### src/verilog/cfhbs_pkg.sv
// Package for the filter 12 to 15 destination select block.
`default_nettype none
package cfhbs_pkg;

   // ---------------------------------------------------------------
   // Register map
   // ---------------------------------------------------------------
   localparam logic [3:0]  PTR_REG_OFFSET   = 4'h0;
   localparam logic [15:0] PTR_REG_RESET    = 16'h0000;

   // ---------------------------------------------------------------
   // Field layout
   // ---------------------------------------------------------------
   localparam int          F12_LSB          = 0;
   localparam int          F13_LSB          = 4;
   localparam int          F14_LSB          = 8;
   localparam int          F15_LSB          = 12;
   localparam int          FIELD_W          = 4;
   localparam logic [3:0]  FIRST_FILTER     = 4'hc;
   localparam logic [3:0]  DEST_FIFO_CODE   = 4'hf;

   // ---------------------------------------------------------------
   // Types
   // ---------------------------------------------------------------
   typedef struct packed {
      logic       hit;
      logic [3:0] filter;
   } cfhbs_hit_type;

   typedef struct packed {
      logic       valid;
      logic       to_fifo;
      logic [3:0] buffer;
   } cfhbs_dest_type;

endpackage : cfhbs_pkg
`default_nettype wire

### src/verilog/cfhbs_top.sv
// Destination select for acceptance filters 12 to 15.
`timescale 1ns/1ps
`default_nettype none
module cfhbs_top (
   // Clock and reset
   input  wire logic                    core_clk_in,
   input  wire logic                    arst_n_in,
   // Register port
   input  wire logic [3:0]              reg_addr_in,
   input  wire logic [15:0]             reg_wdata_in,
   input  wire logic                    reg_wr_in,
   input  wire logic                    reg_rd_in,
   output logic [15:0]                  reg_rdata_out,
   // Filter hit from the matching logic
   input  wire cfhbs_pkg::cfhbs_hit_type hit_in,
   // Destination to the storage logic
   output var cfhbs_pkg::cfhbs_dest_type dest_out
);

   // ---------------------------------------------------------------
   // Pointer register
   // ---------------------------------------------------------------
   logic [15:0]                 ptr_reg;
   logic [15:0]                 rdata_reg;
   logic [3:0]                  field_sel;
   logic                        hit_ours;
   cfhbs_pkg::cfhbs_dest_type   dest_next;
   cfhbs_pkg::cfhbs_dest_type   dest_reg;

   always_ff @(posedge core_clk_in or negedge arst_n_in) begin
      if (!arst_n_in) begin
         ptr_reg <= cfhbs_pkg::PTR_REG_RESET;
      end else if (reg_wr_in && reg_addr_in == cfhbs_pkg::PTR_REG_OFFSET) begin
         ptr_reg <= reg_wdata_in;
      end
   end

   // Unmapped addresses read as zero.
   always_ff @(posedge core_clk_in or negedge arst_n_in) begin
      if (!arst_n_in) begin
         rdata_reg <= 16'h0000;
      end else if (reg_rd_in) begin
         rdata_reg <= (reg_addr_in == cfhbs_pkg::PTR_REG_OFFSET) ?
                      ptr_reg : 16'h0000;
      end else begin
         rdata_reg <= 16'h0000;
      end
   end
   assign reg_rdata_out = rdata_reg;

   // ---------------------------------------------------------------
   // Field selection
   // ---------------------------------------------------------------
   // Hits on filters 0 to 11 belong to other pointer registers.
   assign hit_ours = hit_in.hit && (hit_in.filter >= cfhbs_pkg::FIRST_FILTER);

   always_comb begin
      case (hit_in.filter)
         4'hf:    field_sel = ptr_reg[cfhbs_pkg::F15_LSB +: cfhbs_pkg::FIELD_W];
         4'he:    field_sel = ptr_reg[cfhbs_pkg::F14_LSB +: cfhbs_pkg::FIELD_W];
         4'hd:    field_sel = ptr_reg[cfhbs_pkg::F13_LSB +: cfhbs_pkg::FIELD_W];
         4'hc:    field_sel = ptr_reg[cfhbs_pkg::F12_LSB +: cfhbs_pkg::FIELD_W];
         default: field_sel = 4'h0;
      endcase
   end

   cfhbs_decode u_decode (
      .field_in (field_sel),
      .hit_in   (hit_ours),
      .dest_out (dest_next)
   );

   // The destination is registered so storage sees a clean value.
   always_ff @(posedge core_clk_in or negedge arst_n_in) begin
      if (!arst_n_in) begin
         dest_reg <= '0;
      end else begin
         dest_reg <= dest_next;
      end
   end
   assign dest_out = dest_reg;

   // ---------------------------------------------------------------
   // Checks
   // ---------------------------------------------------------------
   chk_f15_select: assert property (@(posedge core_clk_in) disable iff (!arst_n_in)
      hit_in.hit && hit_in.filter == 4'hf |=> dest_out.valid &&
      (dest_out.to_fifo ? $past(ptr_reg[15:12]) == 4'hf
                        : dest_out.buffer == $past(ptr_reg[15:12])))
      else $error("filter 15 destination wrong");
   chk_f14_select: assert property (@(posedge core_clk_in) disable iff (!arst_n_in)
      hit_in.hit && hit_in.filter == 4'he |=>
      dest_out.buffer == $past(ptr_reg[11:8]))
      else $error("filter 14 destination wrong");
   chk_f13_select: assert property (@(posedge core_clk_in) disable iff (!arst_n_in)
      hit_in.hit && hit_in.filter == 4'hd |=>
      dest_out.buffer == $past(ptr_reg[7:4]))
      else $error("filter 13 destination wrong");
   chk_f12_select: assert property (@(posedge core_clk_in) disable iff (!arst_n_in)
      hit_in.hit && hit_in.filter == 4'hc |=>
      dest_out.buffer == $past(ptr_reg[3:0]))
      else $error("filter 12 destination wrong");
   chk_fifo_code: assert property (@(posedge core_clk_in) disable iff (!arst_n_in)
      dest_out.valid |-> dest_out.to_fifo == (dest_out.buffer == 4'hf))
      else $error("fifo routing wrong");
   chk_buf14_code: assert property (@(posedge core_clk_in) disable iff (!arst_n_in)
      hit_ours && field_sel == 4'he |=> dest_out.valid && !dest_out.to_fifo
      && dest_out.buffer == 4'he)
      else $error("buffer 14 routing wrong");
   chk_low_codes: assert property (@(posedge core_clk_in) disable iff (!arst_n_in)
      hit_ours && field_sel <= 4'h1 |=> !dest_out.to_fifo &&
      dest_out.buffer == $past(field_sel))
      else $error("buffer 0 or 1 routing wrong");
   chk_mid_codes: assert property (@(posedge core_clk_in) disable iff (!arst_n_in)
      hit_ours && field_sel inside {[4'h2:4'hd]} |=> dest_out.valid &&
      !dest_out.to_fifo && dest_out.buffer == $past(field_sel))
      else $error("numbered buffer routing wrong");
   chk_no_foreign: assert property (@(posedge core_clk_in) disable iff (!arst_n_in)
      !hit_ours |=> !dest_out.valid)
      else $error("destination for foreign filter");

   // ---------------------------------------------------------------
   // Register bus checks
   // ---------------------------------------------------------------
   chk_rd_answer: assert property (@(posedge core_clk_in) disable iff (!arst_n_in)
      reg_rd_in && reg_addr_in == cfhbs_pkg::PTR_REG_OFFSET |=>
      reg_rdata_out == $past(ptr_reg))
      else $error("read data wrong");
   chk_rd_unmapped: assert property (@(posedge core_clk_in) disable iff (!arst_n_in)
      reg_rd_in && reg_addr_in != cfhbs_pkg::PTR_REG_OFFSET |=>
      reg_rdata_out == 16'h0000)
      else $error("unmapped read not zero");
   chk_rd_idle: assert property (@(posedge core_clk_in) disable iff (!arst_n_in)
      !reg_rd_in |=> reg_rdata_out == 16'h0000)
      else $error("read data outside read cycle");
   chk_wr_lands: assert property (@(posedge core_clk_in) disable iff (!arst_n_in)
      reg_wr_in && reg_addr_in == cfhbs_pkg::PTR_REG_OFFSET |=>
      ptr_reg == $past(reg_wdata_in))
      else $error("write did not land");
   chk_wr_ignored: assert property (@(posedge core_clk_in) disable iff (!arst_n_in)
      !(reg_wr_in && reg_addr_in == cfhbs_pkg::PTR_REG_OFFSET) |=>
      $stable(ptr_reg))
      else $error("pointer changed without write");

   cov_fifo: cover property (@(posedge core_clk_in) disable iff (!arst_n_in)
      dest_out.valid && dest_out.to_fifo);
   cov_buf: cover property (@(posedge core_clk_in) disable iff (!arst_n_in)
      dest_out.valid && !dest_out.to_fifo);
   cov_write_hit: cover property (@(posedge core_clk_in) disable iff (!arst_n_in)
      reg_wr_in ##1 hit_ours);
   cov_foreign_hit: cover property (@(posedge core_clk_in) disable iff (!arst_n_in)
      hit_in.hit && !hit_ours);
   cov_back_to_back: cover property (@(posedge core_clk_in) disable iff (!arst_n_in)
      hit_ours ##1 hit_ours);

endmodule : cfhbs_top
`default_nettype wire

### src/verilog/cfhbs_decode.sv
// Decoder that turns one pointer field into a destination.
`timescale 1ns/1ps
`default_nettype none
module cfhbs_decode (
   // Field in
   input  wire logic [3:0]              field_in,
   input  wire logic                    hit_in,
   // Destination out
   output var cfhbs_pkg::cfhbs_dest_type dest_out
);
   always_comb begin
      dest_out.valid   = hit_in;
      dest_out.to_fifo = (field_in == cfhbs_pkg::DEST_FIFO_CODE);
      // All other codes name the buffer with that number.
      dest_out.buffer  = field_in;
   end
endmodule : cfhbs_decode
`default_nettype wire

### config.mk
export PLATFORM = sky130hd
export DESIGN_NAME = cfhbs_top
export DESIGN_NICKNAME = d
export VERILOG_FILES = /design/src/verilog/cfhbs_pkg.sv /design/src/verilog/cfhbs_top.sv /design/src/verilog/cfhbs_decode.sv
export SDC_FILE = /design/constraint.sdc
export NUM_CORES = 1
export LEC_CHECK = 0
export ABC_AREA = 1
export BUFFER_PORTS_ARGS = -buffer_cell sky130_fd_sc_hd__buf_2
export CAP_MARGIN = 20
export CORE_UTILIZATION = 50
export CTS_CLUSTER_DIAMETER = 120
export CTS_CLUSTER_SIZE = 25
export DETAILED_ROUTE_END_ITERATION = 12
export PLACE_DENSITY_LB_ADDON = 0.15
export SYNTH_ARGS = -nofsm -noshare
export SYNTH_HDL_FRONTEND = slang
export SYNTH_HIERARCHICAL = 1
export SYNTH_SLANG_ARGS = --single-unit
### constraint.sdc
create_clock -name core_clk_in -period 1.1 [get_ports core_clk_in]
set_clock_uncertainty 0.1 [all_clocks]
set_input_delay 0.055 -clock core_clk_in [delete_from_list [all_inputs] [get_ports core_clk_in]]
set_output_delay 0.055 -clock core_clk_in [all_outputs]
set_load 0.02 [all_outputs]
==> impl_metrics.py, run 1 <==
metrics = {
    "grt": {
        "grt_use_met1_pct": 23.0,
        "grtUsageMet3_pct": 6.49,
        "grt_pass1_vias": 1285,
        "track_usage_pct": 20.9,
        "grt_max_degree": 39,
        "antenna_found_initial": 0,
        "grt_util_met2_pct": 37.3,
        "overflow": 0,
        "top_usage_layer": "met2",
        "grt_pass1_wl_mm": 5.30,
    },
    "place": {
        "dp_slack_ps": -15.4,
        "gp_congestion": 0.826,
        "hpwlAfterDp_mm": 2.23,
        "io_buffers": 50,
    },
    "detailed_routing": {
        "first_pass_iters": 4,
        "vias": 1314,
        "drt_wl_total_mm": 3.15,
        "drcViolationCount": 0,
        "wire_per_inst_um": 10.6,
        "drtIter0Drc": 43,
        "postRouteAntennaNets": 0,
        "vias_per_cell": 4.41,
    },
    "cts": {
        "cts.sinks": 38,
        "cts_tree": "yes",
        "cts_inserted_buffers": 5,
        "cts_buffer_depth": 2,
        "cts-root-buf": "clkbuf_4",
        "clk_transition_reported_paths_ps": 110,
        "cts.htree.levels": 2,
        "clkLatencyLatePin_ps": 340,
        "cts_hold_buf": 20,
        "post-cts-setup-buffer-count": 0,
        "cts-resized-gates": 0,
    },
    "layout": {
        "multi_input_area_um2": 465,
        "drive_gt1_share_pct": 32.3,
        "diodes": 0,
        "fillCellCount": 265,
        "final_net_count": 282,
        "regArea_um2": 951,
        "areaGrowthSynthToFinish_pct": 32.8,
    },
    "critical_path": {
        "critical-path-max-stage-delay_ps": 380,
        "path_cells": "buf_2",
        "cp_num_buf_inv": 1,
        "start_kind": "flip-flop",
        "crit_start": "reg_rdata_out[3]",
        "cpLargestDelayFamily": "flip-flops",
        "required_ps": 940,
        "crit_slowest_cell": "dfrtp_1",
        "crit_path_end_kind": "output port",
        "crit_type": "reg -> out",
        "cp_max_fo": 1,
        "r2r-start": "ptr_reg[1]",
        "cp.arrival_ps": 870,
    },
    "synthesis": {
        "ys_ff_latch": 38,
        "yosys_warnings": 6,
        "yosysSeqAreaShare_pct": 56.9,
        "synth_area_per_cell_um2": 9.18,
        "ys_types": 12,
        "postSynthCellCount": 182,
        "syn_nets": 211,
        "syn_area_um2": 1670,
    },
    "timing": {
        "fmax_ghz": 0.974,
        "post-route-period-util_pct": 93.4,
        "relSlewSlack_pct": 79.1,
        "setup_viol": 0,
        "hold_violations": 0,
        "grt_setup_unrepaired": "no",
        "final.setup.worst_slack_ps": 72.9,
        "slew_viol_final": 0,
        "worst_pin_slew_ps": 313,
        "layout_min_cycle_time_ps": 1030,
    },
    "floorplanning": {
        "start_util_pct": 53.9,
        "num_rows": 20,
        "io_pins": 51,
        "die_w_um": 59.8,
        "die_area_um2": 3580,
        "die_h_um": 59.8,
        "core_um2": 3100,
    },
    "run_status": {
        "status": "completed",
    },
    "hold_path": {
        "holdCritStartpoint": "hit_in[1]",
        "hold_path.class": "in -> reg",
    },
    "pwr": {
        "p_per_area_nw_per_um2": 1370,
        "p_leak_nw": 1.29,
        "power_mw": 3.04,
        "ir_worst_vdd_mv": 0.886,
    },
    "flow_run": {
        "drv_cap": 0,
    },
}
## per-stage QoR
step / TNS, ps / instances / cell area (µm²) / util [%] / hold WS (ps)
floorplan: 0 / 182 / 1670 / - / -341
global placement: 0 / 270 / 1940 / 62.6 / -70.3
detailed placement: -15.4 / 270 / 1940 / 62.6 / -66.5
CTS: 0 / 298 / 2220 / 71.5 / 47.8
global route: 0 / 298 / 2220 / 71.5 / 86.6
finish: 0 / 298 / 2220 / 71.5 / 76.2
## cells in the final DEF (no fill, tap or decap)
master and instances:
nand2_1 36, clkinv_2 2, nand3_4 2, o21ai_2 16, bufinv_16 1, nand3_1 12
nor2_2 2, nor2_1 22, dlygate4sd3_1 20, clkbuf_4 5, buf_2 50, inv_1 44
dfrtp_1 38, buf_4 2, buf_12 2
## report_power, final
| part | switching, mW | leakage, nW | total [mW] | internal [mW] |
|---|---|---|---|---|
| Combinational | 0.255 | 0.732 | 0.481 | 0.226 |
| Clock | 0.436 | 0.0450 | 0.907 | 0.471 |
| Sequential | 0.121 | 0.509 | 1.66 | 1.53 |
## worst min-delay path: stages
cell and delay [ps]:
buf_2 120, nor2_1 90, nand3_1 70, nand2_1 40
inv_1 50, nand2_1 60
## worst paths after layout
path / slack [ps] / cells after the start / endpoint
max: 70 / 1 / reg_rdata_out[3]
max in group asynchronous: 620 / 3 / ptr_reg[12]
min in group asynchronous: 100 / 3 / reg_rdata_out[15]
max reg2reg: 80 / 6 / dest_out[4]
min reg2reg: 430 / 2 / reg_rdata_out[4]
min: 80 / 6 / dest_out[0]
## cells in the mapped netlist (all sizes together)
cell type | n | area share (%)
o21ai | 16 | 8.4
nand2 | 36 | 8.1
nand3 | 14 | 5.7
nor2 | 24 | 5.7
clkbuf | 1 | 0.82
inv | 44 | 9.9
dfrtp | 38 | 57
buf | 9 | 4.6
## logic make-up (layout without fill, tap and decap cells)
family | after synthesis | in the layout | synth area share (%)
flip-flops | 38 | 38 | 56.9
AO/OA/AOI/OAI | 16 | 16 | 8.38
AND/OR/NAND/NOR | 74 | 74 | 19.5
buffers and inverters | 54 | 126 | 15.3
## final cells by class
class / count / share of cell area (%)
Inverter: 44 / 7.44
Clock buffer: 5 / 1.69
Multi-Input combinational cell: 90 / 21.0
Timing Repair Buffer: 74 / 22.8
Tap cell: 44 / 2.48
Clock inverter: 3 / 1.80
Sequential cell: 38 / 42.8
## routing by layer
metal / vias up / part of all wire [%]
met2: 39 / 51
met5: - / 0
met4: 0 / 1.7
met3: 6 / 4.5
met1: 601 / 42
li1: 668 / -
Note: power is estimated with default switching activity, not from simulation.
==> inputs of run 2 (changes only) <==
==> constraint.sdc (replaced) <==
create_clock -name core_clk_in -period 1.2 [get_ports core_clk_in]
set_clock_uncertainty 0.1 [all_clocks]
set_input_delay 0.06 -clock core_clk_in [delete_from_list [all_inputs] [get_ports core_clk_in]]
set_output_delay 0.06 -clock core_clk_in [all_outputs]
set_load 0.02 [all_outputs]
==> impl_metrics.py, run 2 (synthesis gave the netlist of run 1 again) <==
metrics = {
    "critical_path": {
        "cp_max_fo": 1,
        "crit_slowest_cell": "dfrtp_1",
        "path_cells": "buf_2",
        "crit_type": "reg -> out",
        "required_ps": 1040,
        "crit_path_end_kind": "output port",
        "reg2reg_slack_ps": 190,
        "cp.arrival_ps": 870,
        "start_kind": "flip-flop",
        "critical-path-max-stage-delay_ps": 380,
        "cp_num_buf_inv": 1,
        "cpLargestDelayFamily": "flip-flops",
    },
    "pwr": {
        "p_comb_share_pct": 16.8,
        "ir_worst_vdd_mv": 0.928,
        "p_leak_nw": 1.26,
        "p_sw_share_pct": 27.5,
        "power_frac_seq_pct": 58.1,
        "p_int_mw": 1.89,
        "p_clk_share_pct": 25.1,
        "switching_power_mw": 0.716,
        "p_per_area_nw_per_um2": 1190,
    },
    "floorplanning": {
        "num_rows": 20,
        "die_h_um": 59.8,
        "die_area_um2": 3580,
        "die_w_um": 59.8,
        "core_um2": 3100,
        "start_util_pct": 53.9,
        "io_pins": 51,
    },
    "cts": {
        "cts.sinks": 38,
        "clkLatencyLatePin_ps": 330,
        "clk_transition_reported_paths_ps": 100,
        "cts_buffer_depth": 2,
        "cts-root-buf": "clkbuf_4",
        "cts_tree": "yes",
        "cts_inserted_buffers": 5,
        "cts.htree.levels": 2,
    },
    "detailed_routing": {
        "first_pass_iters": 4,
        "drt_wl_total_mm": 3.25,
        "drcViolationCount": 0,
        "vias_per_cell": 4.50,
        "wire_per_inst_um": 11.0,
        "drtIter0Drc": 37,
        "postRouteAntennaNets": 0,
        "vias": 1337,
    },
    "place": {
        "io_buffers": 50,
        "place_inst": 268,
        "gp_congestion": 0.826,
        "hpwlAfterDp_mm": 2.11,
    },
    "layout": {
        "final_net_count": 281,
        "final_common_cell": "buf_2",
        "drive_gt1_share_pct": 31.6,
        "layout_common_cells": "buf_2, inv_1, dfrtp_1",
        "fillCellCount": 278,
        "diodes": 0,
        "areaGrowthSynthToFinish_pct": 30.7,
        "finalNonFillerCells": 297,
    },
    "timing": {
        "setup_tns_ps": 0,
        "post-route-period-util_pct": 85.9,
        "fmax_ghz": 0.970,
        "layout_min_cycle_time_ps": 1030,
        "worst_pin_slew_ps": 455,
        "holdWs_ps": -4.19,
        "setup_viol": 0,
        "relSlewSlack_pct": 69.7,
        "slew_viol_final": 0,
        "hold_violations": 1,
        "grt_setup_unrepaired": "no",
    },
    "grt": {
        "grt_pass1_vias": 1289,
        "overflow": 0,
        "track_usage_pct": 20.5,
        "grt_max_degree": 39,
        "grt_pass1_wl_mm": 5.25,
        "antenna_found_initial": 0,
    },
    "run_status": {
        "violations": "negative hold slack",
        "status": "finished with violations",
    },
    "hold_path": {
        "hold_path.class": "in -> reg",
    },
    "flow_run": {
        "drv_cap": 0,
    },
}
-- run 2: changes by cell type in the layout (fill, tap and decap cells not counted), sizes merged --
cell    change
buf         -2
bufinv      -1
clkbuf      +2
clkinv      -1
nand3       +1
-- run 2: power groups by stage --
stage	Sequential (mW)	Combinational (mW)	Clock [mW]
after floorplan	1.52	0.253	0
after global routing	1.53	0.502	0.723
after CTS	1.51	0.435	0.689
after detailed placement	1.54	0.382	0
final	1.51	0.437	0.654
after global placement	1.54	0.368	0
-- run 2: layer usage --
| metal | vias to the layer above | wire, µm | global-route usage (%) | part of all wire [%] |
|---|---|---|---|---|
| met2 | 44 | 1670 | 38.3 | 51 |
| met1 | 614 | 1370 | 21.9 | 42 |
| met5 | - | 0 | 0 | 0 |
| met3 | 5 | 172 | 5.84 | 5.3 |
| met4 | 0 | 43 | 6.98 | 1.3 |
| li1 | 674 | - | - | - |
-- run 2: worst register-to-register path, stage by stage, from the launching register on --
cell and delay [ps]:
dfrtp_1 390, nand3_1 90, nand2_1 100, inv_1 40, nand2_1 80, nand2_1 60
nor2_1 90
-- run 2: worst paths after layout --
kind | start | end | depth (start not counted)
setup reg to reg | ptr_reg[1] | dest_out[4] | 6
setup / recovery | reg_rdata_out[3] | reg_rdata_out[3] | 1
min in group asynchronous | arst_n_in | reg_rdata_out[2] | 3
hold reg to reg | ptr_reg[8] | ptr_reg[8] | 2
hold / removal | reg_addr_in[0] | reg_rdata_out[0] | 4
max in group asynchronous | arst_n_in | ptr_reg[14] | 3
-- run 2: cell type report --
type	instances	area, µm²	area share (%)
Tap cell	44	55.1	2.52
Multi-Input combinational cell	91	475	21.8
Clock buffer	7	55.1	2.52
Clock inverter	1	5.00	0.229
Sequential cell	38	951	43.5
Timing Repair Buffer	72	478	21.9
Inverter	44	165	7.56
-- run 2: through the flow --
stage | setup slack (ps) | total power, mW | instance area (µm²) | util (%) | hold WS, ps
after floorplan | 287 | 1.78 | 1670 | - | -336
after global placement | 147 | 1.90 | 1910 | 61.7 | 18.4
after detailed placement | 62.3 | 1.92 | 1910 | 61.7 | 26.7
after CTS | 98.2 | 2.64 | 2180 | 70.4 | 10.6
after global routing | 108 | 2.76 | 2180 | 70.4 | 8.31
final | 169 | 2.60 | 2180 | 70.4 | -4.19
-- run 2: timing repair --
item,in CTS,in global routing
hold endpoints to repair,69,0
setup endpoints to repair,0,14
gates resized for setup,0,0
hold buffers,21,0
buffers inserted,0,0
